<file path="config.mk">
export PLATFORM = sky130hd
export DESIGN_NAME = oag_top
export DESIGN_NICKNAME = d
export VERILOG_FILES = /design/src/hdl/oag_pkg.sv /design/src/hdl/oag_ea_if.sv /design/src/hdl/oag_mode_calc.sv /design/src/hdl/oag_top.sv
export VERILOG_INCLUDE_DIRS = /design/src /design/src/hdl
export SDC_FILE = /design/constraint.sdc
export NUM_CORES = 1
export LEC_CHECK = 0
export BUFFER_PORTS_ARGS = -buffer_cell sky130_fd_sc_hd__buf_2
export CAP_MARGIN = 20
export CORE_MARGIN = 1.5
export CORE_UTILIZATION = 37
export CTS_BUF_LIST = sky130_fd_sc_hd__clkbuf_16
export CTS_CLUSTER_SIZE = 24
export DETAILED_ROUTE_END_ITERATION = 8
export GPL_ROUTABILITY_DRIVEN = 0
export HOLD_SLACK_MARGIN = 0.06
export SYNTH_ARGS = -nofsm -noshare
export SYNTH_HDL_FRONTEND = slang
export SYNTH_SLANG_ARGS = --single-unit
export TNS_END_PERCENT = 30
</file>
<file path="constraint.sdc">
create_clock -name clock -period 4.4 [get_ports clock]
set_input_delay 0.66 -clock clock [delete_from_list [all_inputs] [get_ports clock]]
set_output_delay 0.66 -clock clock [all_outputs]
set_load 0.01 [all_outputs]
</file>
<file path="src/hdl/oag_defines.svh">
`ifndef OAG_DEFINES_SVH
`define OAG_DEFINES_SVH

// ---------------------------------------------------------------
// address widths
// ---------------------------------------------------------------
`define OAG_NEAR_BITS 13
`define OAG_NEAR_BYTES 8192
`define OAG_REG_BITS 4

// ---------------------------------------------------------------
// fixed register numbers
// ---------------------------------------------------------------
`define OAG_DEFAULT_WORK_REG 4'h0
`define OAG_MAC_X_LO 4'h8
`define OAG_MAC_X_HI 4'h9
`define OAG_MAC_Y_LO 4'ha
`define OAG_MAC_Y_HI 4'hb
`define OAG_MAC_X_INDEX 4'h9
`define OAG_MAC_Y_INDEX 4'hb

// ---------------------------------------------------------------
// mode masks per instruction class (bit positions follow mode codes)
// ---------------------------------------------------------------
`define OAG_MASK_FILE 8'h80
`define OAG_MASK_MCU 8'h4f
`define OAG_MASK_MOVE 8'hff
`define OAG_MASK_ACC 8'h7f
`define OAG_MASK_MAC 8'h16

// ---------------------------------------------------------------
// literal field widths
// ---------------------------------------------------------------
`define OAG_LIT_MCU_SHORT 5'd5
`define OAG_LIT_MCU_LONG 5'd10
`define OAG_LIT_MOVE_SHORT 5'd8
`define OAG_LIT_MOVE_LONG 5'd16
`define OAG_LIT_BRANCH 5'd16
`define OAG_LIT_DISABLE 5'd14

// ---------------------------------------------------------------
// prefetch post-modify steps allowed for the multiply-accumulate class
// ---------------------------------------------------------------
`define OAG_MAC_STEP_A 16'h0002
`define OAG_MAC_STEP_B 16'h0004
`define OAG_MAC_STEP_C 16'h0006

`endif

</file>
<file path="src/hdl/oag_pkg.sv">
package oag_pkg;

	// operand addressing modes, one-hot
	typedef enum logic [7:0] {
		OAG_REG_DIRECT = 8'h01,
		OAG_REG_INDIRECT = 8'h02,
		OAG_POST_MOD = 8'h04,
		OAG_PRE_MOD = 8'h08,
		OAG_REG_INDEXED = 8'h10,
		OAG_LIT_OFFSET = 8'h20,
		OAG_LITERAL = 8'h40,
		OAG_FILE_DIRECT = 8'h80
	} oag_mode_type;

	// instruction classes from the decoder, one-hot
	typedef enum logic [8:0] {
		OAG_CL_FILE_REG = 9'h001,
		OAG_CL_MCU = 9'h002,
		OAG_CL_MOVE = 9'h004,
		OAG_CL_ACC = 9'h008,
		OAG_CL_MAC = 9'h010,
		OAG_CL_BRANCH = 9'h020,
		OAG_CL_DISABLE = 9'h040,
		OAG_CL_IMPLIED = 9'h080,
		OAG_CL_NOP = 9'h100
	} oag_class_type;

endpackage

</file>
<file path="src/hdl/oag_ea_if.sv">
`timescale 1ns/1ps
`default_nettype none

// one effective-address channel between the top and an adder slice
interface oag_ea_if #(parameter int AW = 16);
	oag_pkg::oag_mode_type mode;
	logic [AW-1:0] ptr;
	logic [AW-1:0] base;
	logic [AW-1:0] lit;
	logic [AW-1:0] step;
	logic [AW-1:0] ea;
	logic [AW-1:0] next_ptr;
	logic ptr_we;
	modport calc(input mode, ptr, base, lit, step, output ea, next_ptr, ptr_we);
	modport user(output mode, ptr, base, lit, step, input ea, next_ptr, ptr_we);
endinterface

`default_nettype wire

</file>
<file path="src/hdl/oag_mode_calc.sv">
`timescale 1ns/1ps
`default_nettype none

// pure combinational address slice; one per channel
module oag_mode_calc #(
	parameter int AW = 16
) (
	oag_ea_if.calc ch
);

	// ---------------------------------------------------------------
	// adders
	// ---------------------------------------------------------------
	// step is signed two's complement, so one adder serves inc and dec
	wire [AW-1:0] stepped = ch.ptr + ch.step;
	wire [AW-1:0] indexed = ch.ptr + ch.base;
	wire [AW-1:0] offset = ch.ptr + ch.lit;

	// ---------------------------------------------------------------
	// address select
	// ---------------------------------------------------------------
	assign ch.ea = (ch.mode == oag_pkg::OAG_PRE_MOD) ? stepped :
		(ch.mode == oag_pkg::OAG_REG_INDEXED) ? indexed :
		(ch.mode == oag_pkg::OAG_LIT_OFFSET) ? offset :
		(ch.mode == oag_pkg::OAG_FILE_DIRECT) ? ch.lit :
		ch.ptr; // indirect and post-modified use the pointer as is

	// pointer is written back only by the two modifying modes
	assign ch.next_ptr = stepped;
	assign ch.ptr_we = (ch.mode == oag_pkg::OAG_POST_MOD) || (ch.mode == oag_pkg::OAG_PRE_MOD);

endmodule

`default_nettype wire

</file>
<file path="src/hdl/oag_top.sv">
// Overview of operation
// - file-register field addresses lowest 8192 bytes
// - default result goes to W0 or file
// - move reaches the whole data space
// - first three-operand source is register direct
// - second source register, memory or 5-bit literal
// - general modes direct, indirect, post, pre, literal
// - indirect uses pointer unchanged as address
// - post-modify: address then pointer plus step
// - pre-modify: pointer plus step is address
// - indexed address is pointer plus base
// - literal offset address is pointer plus literal
// - move/accumulator add indexed, offset, 8/16 literals
// - move sides differ, share one index field
// - multiply-accumulate pointers only registers eight-eleven
// - eight/nine go X, ten/eleven go Y
// - prefetch indexing only via nine and eleven
// - prefetch modes indirect, post 2/4/6, indexed
// - branch 16-bit signed, disable 14-bit literal
// - implied operands by opcode; no-op none
`timescale 1ns/1ps
`default_nettype none
`include "oag_defines.svh"

module oag_top #(
	parameter int AW = 16
) (
	input wire logic clock,
	input wire logic rst_n,
	input wire logic clk_en,
	input wire logic req_valid,
	input wire oag_pkg::oag_class_type op_class,
	input wire oag_pkg::oag_mode_type src_mode,
	input wire oag_pkg::oag_mode_type dst_mode,
	input wire logic [3:0] src_ptr_num,
	input wire logic [3:0] dst_ptr_num,
	input wire logic [AW-1:0] src_ptr_value,
	input wire logic [AW-1:0] dst_ptr_value,
	input wire logic [AW-1:0] src_step,
	input wire logic [AW-1:0] dst_step,
	input wire logic [AW-1:0] base_value,
	input wire logic [AW-1:0] literal,
	input wire logic lit_long,
	input wire logic [`OAG_NEAR_BITS-1:0] file_addr,
	input wire logic to_default,
	input wire logic is_multiply,
	input wire oag_pkg::oag_mode_type mac_x_mode,
	input wire logic [3:0] mac_x_num,
	input wire logic [AW-1:0] mac_x_value,
	input wire logic [AW-1:0] mac_x_step,
	input wire oag_pkg::oag_mode_type mac_y_mode,
	input wire logic [3:0] mac_y_num,
	input wire logic [AW-1:0] mac_y_value,
	input wire logic [AW-1:0] mac_y_step,
	output logic out_valid,
	output logic mode_fault,
	output logic near_access,
	output logic [AW-1:0] base_operand,
	output logic [AW-1:0] src_ea,
	output logic src_ptr_we,
	output logic [3:0] src_ptr_id,
	output logic [AW-1:0] src_ptr_next,
	output logic [AW-1:0] dst_ea,
	output logic dst_ptr_we,
	output logic [3:0] dst_ptr_id,
	output logic [AW-1:0] dst_ptr_next,
	output logic x_valid,
	output logic [AW-1:0] x_ea,
	output logic x_ptr_we,
	output logic [3:0] x_ptr_id,
	output logic [AW-1:0] x_ptr_next,
	output logic y_valid,
	output logic [AW-1:0] y_ea,
	output logic y_ptr_we,
	output logic [3:0] y_ptr_id,
	output logic [AW-1:0] y_ptr_next,
	output logic [AW-1:0] operand_literal,
	output logic result_to_default,
	output logic [3:0] dest_reg_id,
	output logic result_pair,
	output logic implied_operand,
	output logic no_operand
);

	// ---------------------------------------------------------------
	// class decode
	// ---------------------------------------------------------------
	wire is_file = (op_class == oag_pkg::OAG_CL_FILE_REG);
	wire is_mcu = (op_class == oag_pkg::OAG_CL_MCU);
	wire is_move = (op_class == oag_pkg::OAG_CL_MOVE);
	wire is_acc = (op_class == oag_pkg::OAG_CL_ACC);
	wire is_mac = (op_class == oag_pkg::OAG_CL_MAC);
	wire is_branch = (op_class == oag_pkg::OAG_CL_BRANCH);
	wire is_disable = (op_class == oag_pkg::OAG_CL_DISABLE);
	wire is_implied = (op_class == oag_pkg::OAG_CL_IMPLIED);
	wire is_nop = (op_class == oag_pkg::OAG_CL_NOP);

	// ---------------------------------------------------------------
	// mode legality per class
	// ---------------------------------------------------------------
	// per-opcode subsets are the decoder's business; here only the class envelope is policed
	wire [7:0] src_mask = is_file ? `OAG_MASK_FILE :
		is_mcu ? `OAG_MASK_MCU :
		is_move ? `OAG_MASK_MOVE :
		is_acc ? `OAG_MASK_ACC : 8'h00;
	wire [7:0] dst_mask = is_mcu ? (`OAG_MASK_MCU & ~8'h40) : // results never land in a literal
		is_move ? (`OAG_MASK_MOVE & ~8'h40) :
		is_acc ? (`OAG_MASK_ACC & ~8'h40) : 8'h00;
	wire uses_src = is_file || is_mcu || is_move || is_acc;
	wire uses_dst = is_mcu || is_move || is_acc;
	wire src_bad = uses_src && ((src_mode & src_mask) == 8'h00);
	wire dst_bad = uses_dst && ((dst_mode & dst_mask) == 8'h00);

	// prefetch pointer checks for the multiply-accumulate class
	function automatic logic mac_bad(input logic [3:0] num, input logic [3:0] lo, input logic [3:0] hi,
		input logic [3:0] idx, input logic [7:0] mode, input logic [AW-1:0] step);
		logic step_ok;
		logic [AW-1:0] mag;
		mag = step[AW-1] ? AW'(-step) : step;
		step_ok = (mag == AW'(`OAG_MAC_STEP_A)) || (mag == AW'(`OAG_MAC_STEP_B)) ||
			(mag == AW'(`OAG_MAC_STEP_C));
		mac_bad = ((num != lo) && (num != hi)) ||
			((mode & `OAG_MASK_MAC) == 8'h00) ||
			((mode == 8'h10) && (num != idx)) ||
			((mode == 8'h04) && !step_ok);
	endfunction

	wire x_bad = is_mac && mac_bad(mac_x_num, `OAG_MAC_X_LO, `OAG_MAC_X_HI, `OAG_MAC_X_INDEX, mac_x_mode, mac_x_step);
	wire y_bad = is_mac && mac_bad(mac_y_num, `OAG_MAC_Y_LO, `OAG_MAC_Y_HI, `OAG_MAC_Y_INDEX, mac_y_mode, mac_y_step);
	wire next_fault = src_bad || dst_bad || x_bad || y_bad;

	// ---------------------------------------------------------------
	// literal field width
	// ---------------------------------------------------------------
	wire [4:0] lit_width = is_mcu ? (lit_long ? `OAG_LIT_MCU_LONG : `OAG_LIT_MCU_SHORT) :
		(is_move || is_acc) ? (lit_long ? `OAG_LIT_MOVE_LONG : `OAG_LIT_MOVE_SHORT) :
		is_disable ? `OAG_LIT_DISABLE : `OAG_LIT_BRANCH;
	wire [AW-1:0] lit_mask = AW'((32'h1 << lit_width) - 32'h1);
	// branch displacement stays full width and is read as signed downstream
	wire [AW-1:0] next_literal = literal & lit_mask;

	// file-direct address: near field for file class, full word for move
	wire [AW-1:0] near_word = AW'(file_addr);
	wire [AW-1:0] direct_word = is_file ? near_word : literal;

	// ---------------------------------------------------------------
	// address channels: 0 source, 1 destination, 2 X prefetch, 3 Y prefetch
	// ---------------------------------------------------------------
	oag_ea_if #(.AW(AW)) ch[4]();
	oag_pkg::oag_mode_type ch_mode [4];
	logic [AW-1:0] ch_ptr [4];
	logic [AW-1:0] ch_lit [4];
	logic [AW-1:0] ch_step [4];
	logic [AW-1:0] ch_ea [4];
	logic [AW-1:0] ch_next [4];
	logic ch_we [4];

	// the single index field feeds both move sides
	assign ch_mode[0] = src_mode;
	assign ch_mode[1] = dst_mode;
	assign ch_mode[2] = mac_x_mode;
	assign ch_mode[3] = mac_y_mode;
	assign ch_ptr[0] = src_ptr_value;
	assign ch_ptr[1] = dst_ptr_value;
	assign ch_ptr[2] = mac_x_value;
	assign ch_ptr[3] = mac_y_value;
	assign ch_lit[0] = (src_mode == oag_pkg::OAG_FILE_DIRECT) ? direct_word : literal;
	assign ch_lit[1] = (dst_mode == oag_pkg::OAG_FILE_DIRECT) ? direct_word : literal;
	assign ch_lit[2] = literal;
	assign ch_lit[3] = literal;
	assign ch_step[0] = src_step;
	assign ch_step[1] = dst_step;
	assign ch_step[2] = mac_x_step;
	assign ch_step[3] = mac_y_step;

	genvar gi;
	generate
		for (gi = 0; gi < 4; gi++) begin : g_chan
			assign ch[gi].mode = ch_mode[gi];
			assign ch[gi].ptr = ch_ptr[gi];
			assign ch[gi].base = base_value;
			assign ch[gi].lit = ch_lit[gi];
			assign ch[gi].step = ch_step[gi];
			assign ch_ea[gi] = ch[gi].ea;
			assign ch_next[gi] = ch[gi].next_ptr;
			assign ch_we[gi] = ch[gi].ptr_we;
			oag_mode_calc #(.AW(AW)) u_calc (
				.ch(ch[gi])
			);
		end
	endgenerate

	// pointer updates are dropped on a faulted request so state stays intact
	wire go = req_valid && !next_fault;

	// ---------------------------------------------------------------
	// status and operand register
	// ---------------------------------------------------------------
	// one pipeline stage; clock enable low holds every flop
	always_ff @(posedge clock) begin
		if (!rst_n) begin
			out_valid <= 1'b0;
			mode_fault <= 1'b0;
			near_access <= 1'b0;
			base_operand <= '0;
			operand_literal <= '0;
			result_to_default <= 1'b0;
			dest_reg_id <= 4'h0;
			result_pair <= 1'b0;
			implied_operand <= 1'b0;
			no_operand <= 1'b0;
		end else if (clk_en) begin
			out_valid <= req_valid;
			mode_fault <= req_valid && next_fault;
			near_access <= req_valid && is_file;
			base_operand <= base_value;
			operand_literal <= next_literal;
			result_to_default <= is_file && to_default && !is_multiply;
			dest_reg_id <= (is_file && to_default) ? `OAG_DEFAULT_WORK_REG : dst_ptr_num;
			result_pair <= is_file && is_multiply;
			implied_operand <= req_valid && is_implied;
			no_operand <= req_valid && is_nop;
		end
	end

	// ---------------------------------------------------------------
	// source and destination register
	// ---------------------------------------------------------------
	always_ff @(posedge clock) begin
		if (!rst_n) begin
			src_ea <= '0;
			src_ptr_we <= 1'b0;
			src_ptr_id <= 4'h0;
			src_ptr_next <= '0;
			dst_ea <= '0;
			dst_ptr_we <= 1'b0;
			dst_ptr_id <= 4'h0;
			dst_ptr_next <= '0;
		end else if (clk_en) begin
			src_ea <= ch_ea[0];
			src_ptr_we <= go && uses_src && ch_we[0];
			src_ptr_id <= src_ptr_num;
			src_ptr_next <= ch_next[0];
			dst_ea <= ch_ea[1];
			dst_ptr_we <= go && uses_dst && ch_we[1];
			dst_ptr_id <= dst_ptr_num;
			dst_ptr_next <= ch_next[1];
		end
	end

	// ---------------------------------------------------------------
	// prefetch register: X side and Y side
	// ---------------------------------------------------------------
	always_ff @(posedge clock) begin
		if (!rst_n) begin
			x_valid <= 1'b0;
			x_ea <= '0;
			x_ptr_we <= 1'b0;
			x_ptr_id <= 4'h0;
			x_ptr_next <= '0;
			y_valid <= 1'b0;
			y_ea <= '0;
			y_ptr_we <= 1'b0;
			y_ptr_id <= 4'h0;
			y_ptr_next <= '0;
		end else if (clk_en) begin
			x_valid <= go && is_mac;
			x_ea <= ch_ea[2];
			x_ptr_we <= go && is_mac && ch_we[2];
			x_ptr_id <= mac_x_num;
			x_ptr_next <= ch_next[2];
			y_valid <= go && is_mac;
			y_ea <= ch_ea[3];
			y_ptr_we <= go && is_mac && ch_we[3];
			y_ptr_id <= mac_y_num;
			y_ptr_next <= ch_next[3];
		end
	end

	wire take = clk_en && req_valid;
endmodule

`default_nettype wire

</file>
Word-level counts from Yosys, hierarchy flattened
Cells that the tools add are included.
- memories kept: 0
- latch bits: 0
- memory bits (writable): 0
- logic and storage cells: 174
- bits in registers: 192
- bits in read-only memories: 0
- reduce and logical (&&, ||, !) cells: 56
- div/mod/pow operators: 0
- multiply operators: 0
- $add $sub $neg: 15
- shift-type cells: 1
- magnitude comparators: 0
- equal/unequal tests: 38
- bitwise operators: 3
- multiplexer cells: 34
- operator list (cell ; count):
    16-bit 2-to-1 mux ; 21
    16-bit adder ; 12
    16-bit by 3-bit equality test with 1-bit output (second input constant) ; 4
    8-bit 2-to-1 mux ; 5
    16-bit by 2-bit equality test with 1-bit output (second input constant) ; 2
    8-bit by 3-bit equality test with 1-bit output (second input constant) ; 4
    8-bit by 4-bit equality test with 1-bit output (second input constant) ; 4
    8-bit by 5-bit equality test with 1-bit output (second input constant) ; 4
    8-bit by 6-bit equality test with 1-bit output (second input constant) ; 4
    8-bit equality test (second input constant) ; 4
    8-bit zero test ; 4
    16-bit negation ; 2
    1-bit logical AND ; 25
    1-bit logical OR ; 23
    5-bit 2-to-1 mux ; 4
    16-bit AND ; 1
    8-bit AND ; 2
    4-bit inequality test (second input constant) ; 4
    1-bit by 5-bit left shift with 16-bit output (first input constant) ; 1
    16-bit by 1-bit subtractor with 16-bit output (second input constant) ; 1
    9-bit by 1-bit equality test with 1-bit output (second input constant) ; 1
    9-bit by 2-bit equality test with 1-bit output (second input constant) ; 1
    9-bit by 3-bit equality test with 1-bit output (second input constant) ; 1
    9-bit by 4-bit equality test with 1-bit output (second input constant) ; 1
    other kinds (8) ; 12

Logic depth before layout (Yosys ltp)
Gate-level depths: netlist (run 1).
- depth after elaboration: 15
- mapped depth: 19
- mapped depth without buffers: 16

Hierarchy
From an unflattened synthesis (run 1), not the netlist that was laid out.
- cell total of the unflattened synthesis: 2466
- area, all modules: 19915.4 um2
- by module, submodules not included (module ; cells each ; area each (um2) ; instances):
    oag_top ; 832 ; 8463.1 ; 1
    oag_mode_calc (g_chan[0].u_calc) ; 431 ; 2974.1 ; 1
    oag_mode_calc (g_chan[2].u_calc) ; 422 ; 2907.8 ; 1
    oag_mode_calc (g_chan[1].u_calc) ; 390 ; 2790.2 ; 1
    oag_mode_calc (g_chan[3].u_calc) ; 391 ; 2780.2 ; 1

Least setup slack after synthesis (run 1)
OpenSTA, ideal clock, no wires.
- path kind: input port to flip-flop
- from: in src_mode[1]
- to: reg src_ea[12]
- required time: 4.274 ns
- cell stages on the path: 19
- arrival: 4.413 ns
- setup slack: -0.139 ns
- path through: nor4_1 -> nand2b_1 -> clkbuf_1 -> nor4b_1 -> buf_2 -> nand2_1 -> buf_1 -> mux2_2 -> ha_1 -> fa_1 -> a21o_1 -> a21oi_1 -> o21ai_0 -> a31oi_1 -> o21bai_1 -> a31oi_1 -> xnor2_1 -> a211oi_1 -> o21ai_0
- word-level cells in the longest chain between the ends: 6
- RTL lines (element ; line ; text):
    start, declared ; oag_top.sv:33 ; input wire oag_pkg::oag_mode_type src_mode,
    8-bit equality test ; oag_mode_calc.sv:25, oag_top.sv:167 ;
    16-bit 2-to-1 mux ; oag_top.sv:167 ; assign ch_lit[0] = (src_mode == oag_pkg::OAG_FILE_DIRECT) ? direct_word : literal;
    16-bit adder or 16-bit 2-to-1 mux (tied branches) ; oag_mode_calc.sv:17, oag_mode_calc.sv:25 ;
    16-bit 2-to-1 mux ; oag_mode_calc.sv:24 ; (ch.mode == oag_pkg::OAG_LIT_OFFSET) ? offset :
    16-bit 2-to-1 mux ; oag_mode_calc.sv:23 ; (ch.mode == oag_pkg::OAG_REG_INDEXED) ? indexed :
    16-bit 2-to-1 mux * ; oag_mode_calc.sv:22 ; assign ch.ea = (ch.mode == oag_pkg::OAG_PRE_MOD) ? stepped :
    end signal, assigned ; oag_top.sv:240 ; src_ea <= ch_ea[0];
    end, declared ; oag_top.sv:59 ; output logic [AW-1:0] src_ea,
Every way passes the cells marked *; elsewhere a longest branch is shown, timed or not.
A chain may end at the register's enable or synchronous reset.

Worst setup path after layout (run 1)
- from: in src_mode[1]
- to: reg src_ea[15]
Same word-level chain as after synthesis.

==> results.txt, run 1 <==
----------------------------------------------------
[Logic synthesis]
  Average footprint of a synthesized cell ... 7.898 sq um
  Yosys warns ... 0
  Seq/Total Area, Yosys ... 0.2116
  Post-synth cell types ... 85
  Number of synthesized register bits ... 192
  Number of cells produced by synthesis ... 2,300
  Ys flop type ... sky130_fd_sc_hd__dfxtp_1
  Fraction of registers with async set/reset ... 0
  Mapped cell area ... between 15,000 and 20,000 sq um
  EDFF count, synth ... 0

[Critical path]
  Cell seen most often among critical-path stages ... sky130_fd_sc_hd__o21bai_1
  Worst r2r path cells ... 4
  Series of cell instances along the critical path ... buf_2 > nor4_1 > nand2b_1 > nor4b_2 > nand2_2 > mux2_2 > ha_1 > buf_4 > a211oi_1 > o21bai_1 > o21bai_1 > o31a_1 > a31o_2 > xor2_1 > o311ai_0 > o2111ai_1 > o311ai_1
  CP Launch Type ... primary input
  Endpoint of the lowest-slack register-to-register path ... src_ea[14]
  Count of buffer and inverter cells on the critical path ... 2
  Worst EP arrival ... 4.46 ns
  Endpoint type of the worst setup path ... flop
  Critical path origin ... src_mode[1]
  Critical path required time ... around 4.8 ns
  Flop-to-flop setup slack ... about 3.4 ns
  Slowest stage cell on the critical path ... sky130_fd_sc_hd__a211oi_1
  Startpoint-to-endpoint class of the critical path ... in2reg
  Delay contributed by the slowest stage of the critical path ... 0.39 ns
  Cell type group with the largest total delay on the critical path ... compound AO/OA/AOI/OAI gates
  Max FO, Critical Path ... 8
  Reg-to-Reg Start ... src_ea[14]

[STA]
  Period utilization ... 0.9223
  Final worst path period need ... between 4 and 5 ns
  Final setup fails ... 0
  RSZ-0062 raised after global routing ... false
  Slew of the pin with the lowest slew margin ... 0.8692 ns
  Max Transition Viols Final ... 0
  Worst setup slack after layout ... 0.3417 ns
  Post-route clock skew ... 0 ns
  Max Clock Freq ... 0.2464 GHz
  Worst relative slew slack ... 0.4175
  Fin. Hold Viols ... 0

[Pwr]
  Static power due to leakage ... 10.08 nW
  Power density over cell area ... 266.1 nW/um^2
  VDD IR max ... about 0.00022 V

[GRT]
  Vias in the first global route ... about 19,000
  Total gr overflow ... 0
  Overall fraction of global-route tracks in use ... 0.3087
  Largest net degree at the start of global routing ... 59
  Initial antenna violation count ... 11
  First-pass GRT wire length ... 115,300 um

[Min path]
  Classification of the worst-slack hold path ... in2reg
  Source of the worst hold timing path ... src_ptr_num[2]
  Number of stages on the worst hold path ... 3
  Destination of the worst hold path ... src_ptr_id[2]

[Floorplanning]
  Core Box Area ... a little under 50,000 sq um
  Vertical die dimension ... roughly 220 um
  Number of placement rows ... 81
  Area of the die ... 50,440 sq um
  Initial cell density of the core ... 0.3734
  Width of the die ... roughly 220 um
  Total I/O pin count ... 430

[Cells and area]
  Filler-free cell count of the finished design ... 3,363
  Post-layout net count ... 3,152
  Most used cells in the layout excluding fill and tap cells ... 428 x sky130_fd_sc_hd__buf_2, 270 x sky130_fd_sc_hd__nor2_1, 192 x sky130_fd_sc_hd__dfxtp_1
  Final non-filler cell area ... 21,920 sq um
  Fraction of layout cells with a size suffix above 1 ... 0.2235
  Area growth from synthesis to layout ... 20.66%
  Utilization of the core after routing ... 0.4506
  Most frequent standard cell in the layout excluding fill and tap cells ... sky130_fd_sc_hd__buf_2

[Clocking]
  Clock Sink Count ... 192
  Buffer levels on the longest clock path ... 2
  H-Tree Level Count ... 4
  Root Buffer ... sky130_fd_sc_hd__clkbuf_16
  Number of clock buffers inserted by TritonCTS ... 17
  Clock tree from TritonCTS ... built
  Clock-pin slew on the worst setup and hold paths ... 0.08 ns
  Setup repair bufs after CTS ... 0
  Worst skew pair latency ... around 0.50 ns

[Place]
  Cell Area, Placed ... 21,300 sq um
  Pre-CTS WS ... -0.1274 ns
  Detailed Place HPWL ... 63,070 um
  Cell count after placement ... 3,325
  Number of buffer cells added on primary ports ... between 400 and 500

[Routing]
  DR DRC count ... 0
  Number of search-and-repair iterations in the first detailed-routing pass ... 6
  Routed wirelength normalized by instance count ... 23.66 um
  Avg Vias per Cell ... slightly below 6
  Total routed wirelength ... 79,580 um
  DR vias ... about 20,000
  Number of DRC violations after detailed-routing iteration 0 ... ~1,500
  ANT nets after route ... 0

[Run status]
  Outcome ... finished clean

[Job]
  Number of maximum-capacitance violations ... 0

----------------------------------------------------
what timing repair did:
item | CTS | global route
gates resized for setup | 0 | 1
endpoints found under the setup margin | 0 | 1
hold buffers | 0 | 0
synth_stat cells (19+ instances only):
library cell               instances  area, sq um
sky130_fd_sc_hd__ha_1            181         2265
sky130_fd_sc_hd__nand2b_1         21        131.4
sky130_fd_sc_hd__o21a_1           36        270.3
sky130_fd_sc_hd__nand3_1          53        265.3
sky130_fd_sc_hd__nor2_1          271         1017
sky130_fd_sc_hd__mux2_2           26        292.8
sky130_fd_sc_hd__buf_2            19        95.09
sky130_fd_sc_hd__xor2_1           55        481.7
sky130_fd_sc_hd__inv_1            55        206.5
sky130_fd_sc_hd__a21o_1           44        330.3
sky130_fd_sc_hd__nand2_1         142        533.0
sky130_fd_sc_hd__xnor2_1          99        867.1
sky130_fd_sc_hd__o211ai_1         25        187.7
sky130_fd_sc_hd__o21ai_0         149        745.7
sky130_fd_sc_hd__mux2i_1         134         1341
sky130_fd_sc_hd__a21oi_1         180        900.9
sky130_fd_sc_hd__nor3_1           52        260.3
sky130_fd_sc_hd__a31oi_1          28        175.2
sky130_fd_sc_hd__a211oi_1         98        735.7
sky130_fd_sc_hd__nor2b_1          33        206.5
sky130_fd_sc_hd__clkbuf_1         78        292.8
sky130_fd_sc_hd__or3_1            21        131.4
sky130_fd_sc_hd__dfxtp_1         192         3844
area by class of cell:
class,count,area [sq um]
diodes,7,17.52
clock buffers,17,425.4
clock inverters,14,168.9
fillers,4888,26730
inverters,56,212.7
multi-input cells,1943,13690
flip-flops and latches,192,3844
well taps,622,778.2
repair buffers,512,2779
through the flow:
| stage | hold slack [ns] | setup TNS [ns] | power (W) |
|---|---|---|---|
| after floorplan | 0.4666 | -0.1010 | 0.003336 |
| after global placement | 0.4307 | -0.04487 | 0.004100 |
| after detailed placement | 0.4416 | -0.3188 | 0.004148 |
| after CTS | 0.3637 | 0 | 0.005844 |
| after global routing | 0.3849 | 0 | 0.006137 |
| final | 0.3968 | 0 | 0.005832 |
power breakdown:
group	internal, W	switching, W	leakage (nW)
combinational	0.000897	0.00132	8.20
clock	0.000855	0.000822	0.290
sequential	0.00187	0.0000739	1.58
tightest hold or removal path: cells and delay by family:
kind / cells / cell delay [ns]
and+or+nand+nor: 1 / 0.07
buffers and inverters: 1 / 0.07
muxes: 1 / 0.06
per-layer routing:
layer	global-route usage	up-vias	part of all wire
met4	0.1797	0	0.056
met2	0.4674	934	0.43
met1	0.3972	9389	0.42
li1	-	9402	-
met5	0	-	0
met3	0.07642	167	0.096
cells by family (layout without fill, tap and decap cells):
logic type,after synthesis,after routing,share of synthesized area
AO/OA/AOI/OAI,712,712,0.2542
XOR/XNOR,154,154,0.07425
adder cells (fa/ha/maj),193,193,0.1379
buffers and inverters,166,599,0.03712
flip-flops,192,192,0.2116
multiplexers,160,160,0.08995
other,1,9,0.0002064
AND/OR/NAND/NOR,722,722,0.1948
registers in the layout, indices dropped and copies added, names as in the netlist, 4 cells and up:
name	count
y_ptr_id	4
src_ptr_next	16
dst_ptr_next	16
x_ea	16
base_operand	16
y_ea	16
dest_reg_id	4
y_ptr_next	16
x_ptr_next	16
operand_literal	16
dst_ea	16
dst_ptr_id	4
x_ptr_id	4
src_ptr_id	4
src_ea	16
worst max path at each step:
stage / endpoint / slack [ns] / depth (start not counted)
detailed placement: src_ea[11] / -0.13 / 17
global route: src_ea[12] / 0.05 / 17
floorplan: src_ea[12] / -0.08 / 19
CTS: src_ea[11] / 0.42 / 17
global placement: src_ea[12] / -0.04 / 17
finish: src_ea[15] / 0.34 / 17
No activity file was read; power rests on OpenSTA's default activity.
==> run 2: changes to the inputs <==
Settings changed: PLACE_DENSITY set to 0.72, SYNTH_HIERARCHICAL set to 1.
==> results.txt, run 2 <==
----------------------------------------------------
[Run status]
  Outcome ... finished clean

[Cells and area]
  Most frequent standard cell in the layout excluding fill and tap cells ... sky130_fd_sc_hd__buf_2
  Post-layout net count ... 3,287 (+4.3%)
  Filler Cell Count ... 5,298 (+8.4%)
  Area growth from synthesis to layout ... 17.76%
  Area occupied by multi-input gates ... 15,420 sq um (+13%)
  Most used cells in the layout excluding fill and tap cells ... 427 x sky130_fd_sc_hd__buf_2, 208 x sky130_fd_sc_hd__a21oi_1, 205 x sky130_fd_sc_hd__mux2i_1
  Fraction of layout cells with a size suffix above 1 ... 0.2070 (-0.01644)
  Register Area ... 3844 sq um (unchanged)

[Critical path]
  Endpoint type of the worst setup path ... flop
  Endpoint of the lowest-slack register-to-register path ... base_operand[7]
  Slowest stage cell on the critical path ... sky130_fd_sc_hd__or4_1
  CP Launch Type ... primary input
  Count of buffer and inverter cells on the critical path ... 2 (unchanged)
  Startpoint-to-endpoint class of the critical path ... in2reg
  Cell type group with the largest total delay on the critical path ... compound AO/OA/AOI/OAI gates
  Reg-to-Reg Start ... base_operand[7]
  Critical path required time ... 4.86 ns (+0.06 ns)
  Flop-to-flop setup slack ... 3.71 ns (+0.32 ns)
  Worst EP arrival ... 4.37 ns (-0.09 ns)
  Max FO, Critical Path ... 16 (+8)
  Cell seen most often among critical-path stages ... sky130_fd_sc_hd__o211ai_1
  Critical path origin ... src_mode[0]
  Worst r2r path cells ... 2 (-2)
  Delay contributed by the slowest stage of the critical path ... 0.51 ns (+0.12 ns)
  Series of cell instances along the critical path ... buf_2 > or4_1 > nor2_1 > nand4_1 > buf_4 > mux2_2 > ha_1 > fa_1 > a21oi_1 > o211ai_1 > o211ai_1 > o21ai_0 > xnor2_1 > a211oi_1 > mux2i_1 > nor2b_1

[STA]
  Fin. Hold Viols ... 0 (unchanged)
  Post-route clock skew ... 0 ns (unchanged)
  Max Transition Viols Final ... 0 (unchanged)
  Final worst path period need ... 3.915 ns (-0.1433 ns)
  Period utilization ... 0.8898 (-0.03257)
  RSZ-0062 raised after global routing ... false
  Max Clock Freq ... 0.2554 GHz (+3.7%)
  Worst relative slew slack ... 0.4256 (+0.008095)
  Min Hold Slack ... 0.4081 ns (+0.01130 ns)
  Final setup fails ... 0 (unchanged)
  Slew of the pin with the lowest slew margin ... 0.8538 ns (-0.01541 ns)
  Final sum of negative setup slack ... 0 ns (unchanged)

[Logic synthesis]
  Average footprint of a synthesized cell ... 8.076 sq um (+2.2%)
  Most used standard cell by instance count after synthesis ... sky130_fd_sc_hd__a21oi_1
  Mapped cell area ... 19,920 sq um (+9.6%)
  Seq/Total Area, Yosys ... 0.1930 (-0.01858)
  Yosys top cell by area ... sky130_fd_sc_hd__dfxtp_1
  Post-synth cell types ... 106 (+25%)
  Yosys warns ... 6 (+6)
  Ys flop type ... sky130_fd_sc_hd__dfxtp_1
  EDFF count, synth ... 0 (unchanged)
  Most used standard cells in the synthesized netlist ... 208 x sky130_fd_sc_hd__a21oi_1, 205 x sky130_fd_sc_hd__mux2i_1, 192 x sky130_fd_sc_hd__dfxtp_1
  Post-synth top area share ... 0.1930 (-0.01858)
  Fraction of registers with async set/reset ... 0 (unchanged)
  Number of cells produced by synthesis ... 2,466 (+7.2%)
  Largest cells by area after synthesis ... sky130_fd_sc_hd__dfxtp_1 19%, sky130_fd_sc_hd__ha_1 11%, sky130_fd_sc_hd__mux2i_1 10%
  Number of synthesized register bits ... 192 (unchanged)

[Clocking]
  Root Buffer ... sky130_fd_sc_hd__clkbuf_16
  Buffer levels on the longest clock path ... 2 (unchanged)
  Number of hold buffers added after CTS ... 0 (unchanged)
  Worst skew pair latency ... 0.51 ns (about the same)
  Setup repair bufs after CTS ... 0 (unchanged)
  H-Tree Level Count ... 4 (unchanged)
  Number of clock buffers inserted by TritonCTS ... 17 (unchanged)
  Number of gates given a new drive strength after cts ... 0 (unchanged)
  Clock tree from TritonCTS ... built
  Clock Sink Count ... 192 (unchanged)
  Clock-pin slew on the worst setup and hold paths ... 0.08 ns (about the same)

[GRT]
  Vias in the first global route ... 19,310 (+3.4%)
  Total gr overflow ... 0 (unchanged)
  First-pass GRT wire length ... 114,100 um (-1.0%)
  Largest net degree at the start of global routing ... 84 (+42%)
  Overall fraction of global-route tracks in use ... 0.2678 (-0.04083)
  Initial antenna violation count ... 13 (+2)

[Pwr]
  Power density over cell area ... 254.6 nW/um^2 (-4.3%)
  Switching power summed over all nets ... 0.002329 W (+5.2%)
  Portion of total power attributed to the clock network ... 0.276 (-0.011)
  Fraction of power consumed by combinational cells ... 0.399 (+0.019)
  Cell Int Power ... 0.003642 W (+0.69%)
  Static power due to leakage ... 10.64 nW (+5.6%)
  VDD IR max ... 0.0003002 V (+39%)
  Switching power as a share of total power ... 0.3901 (+0.01040)
  Share of power burned in registers ... 0.325 (-0.008)

[Min path]
  Classification of the worst-slack hold path ... in2reg
  Destination of the worst hold path ... src_ptr_id[3]
  Source of the worst hold timing path ... src_ptr_num[3]
  Number of stages on the worst hold path ... 3 (unchanged)

[Routing]
  DR DRC count ... 0 (unchanged)
  ANT nets after route ... 0 (unchanged)
  Total routed wirelength ... 76,040 um (-4.5%)
  Routed wirelength normalized by instance count ... 21.36 um (-9.7%)
  Number of DRC violations after detailed-routing iteration 0 ... 1,729 (+13%)
  Avg Vias per Cell ... 5.838 (-1.3%)
  DR vias ... 20,790 (+4.5%)
  Number of search-and-repair iterations in the first detailed-routing pass ... 6 (unchanged)

[Floorplanning]
  Initial cell density of the core ... 0.3767 (+0.003285)
  Number of placement rows ... 84 (+3.7%)
  Width of the die ... 235 um (+4.6%)
  Vertical die dimension ... 235 um (+4.6%)
  Total I/O pin count ... 430 (unchanged)
  Core Box Area ... 52,870 sq um (+8.7%)
  Area of the die ... 55,230 sq um (+9.5%)

[Job]
  Number of maximum-capacitance violations ... 0 (unchanged)

[Place]
  Detailed Place HPWL ... 59,430 um (-5.8%)
  Number of buffer cells added on primary ports ... 429 (unchanged)

----------------------------------------------------
## run 2: logic make-up (layout without fill, tap and decap cells)
group                      Yosys count  count (layout)  synth area share
AOI/OAI and AO/OA                  705             705            0.2323
adders and majority gates          194             194            0.1264
and+or+nand+nor                    807             807            0.2194
muxes                              238             238            0.1217
buffers and inverters              163             565           0.03399
other                                1               5         0.0001883
DFF                                192             192            0.1930
xor gates and xnor gates           166             166           0.07300
## run 2: power by group through the flow
stage	Combinational, W	Sequential, W	Clock (W)
final	0.00238	0.00194	0.00165
after global routing	0.00260	0.00195	0.00175
after CTS	0.00235	0.00194	0.00171
after detailed placement	0.00234	0.00198	0
after global placement	0.00232	0.00198	0
after floorplan	0.00148	0.00203	0
## run 2: routing by layer
metal  vias to the layer above  routed length [um]  GRT usage
met4                        12                4187     0.1419
met2                       935               33030     0.4147
met3                       201                6821    0.07578
met1                      9676               31920     0.3365
li1                       9961                   -          -
met5                         -                  81          0
## run 2: layout make-up
| cell class | instances | share of cell area |
|---|---|---|
| clock buffer | 17 | 0.01814 |
| tap | 688 | 0.03671 |
| antenna | 3 | 0.0003201 |
| clock inverter | 15 | 0.006509 |
| inverter | 56 | 0.008963 |
| multi-input combinational | 2112 | 0.6575 |
| timing repair buffer | 477 | 0.1080 |
| sequential | 192 | 0.1639 |
## run 2: stage by stage
stage / instance area (sq um) / power [W] / utilization / instances / setup slack, ns
CTS: 23450 / 0.006000 / 0.4435 / 3557 / 0.5932
detailed placement: 22870 / 0.004319 / 0.4325 / 3525 / 0.04278
finish: 23450 / 0.005972 / 0.4436 / 3560 / 0.4850
global placement: 22870 / 0.004294 / 0.4325 / 3525 / 0.09353
global route: 23450 / 0.006308 / 0.4435 / 3558 / 0.2896
floorplan: 19930 / 0.003509 / - / 2467 / 0.007249
## run 2: how the worst max path moves through the flow
stage | end | slack (ns) | cells after the start
floorplan | dst_ea[12] | 0.007 | 19
global placement | dst_ea[12] | 0.09 | 18
detailed placement | src_ea[10] | 0.04 | 16
CTS | src_ea[10] | 0.59 | 16
global route | src_ea[10] | 0.29 | 16
finish | src_ea[10] | 0.48 | 16
## run 2: worst min-delay path, stage by stage
cell and delay (ns):
sky130_fd_sc_hd__buf_2 0.08, sky130_fd_sc_hd__mux2i_1 0.05, sky130_fd_sc_hd__nor2b_1 0.09
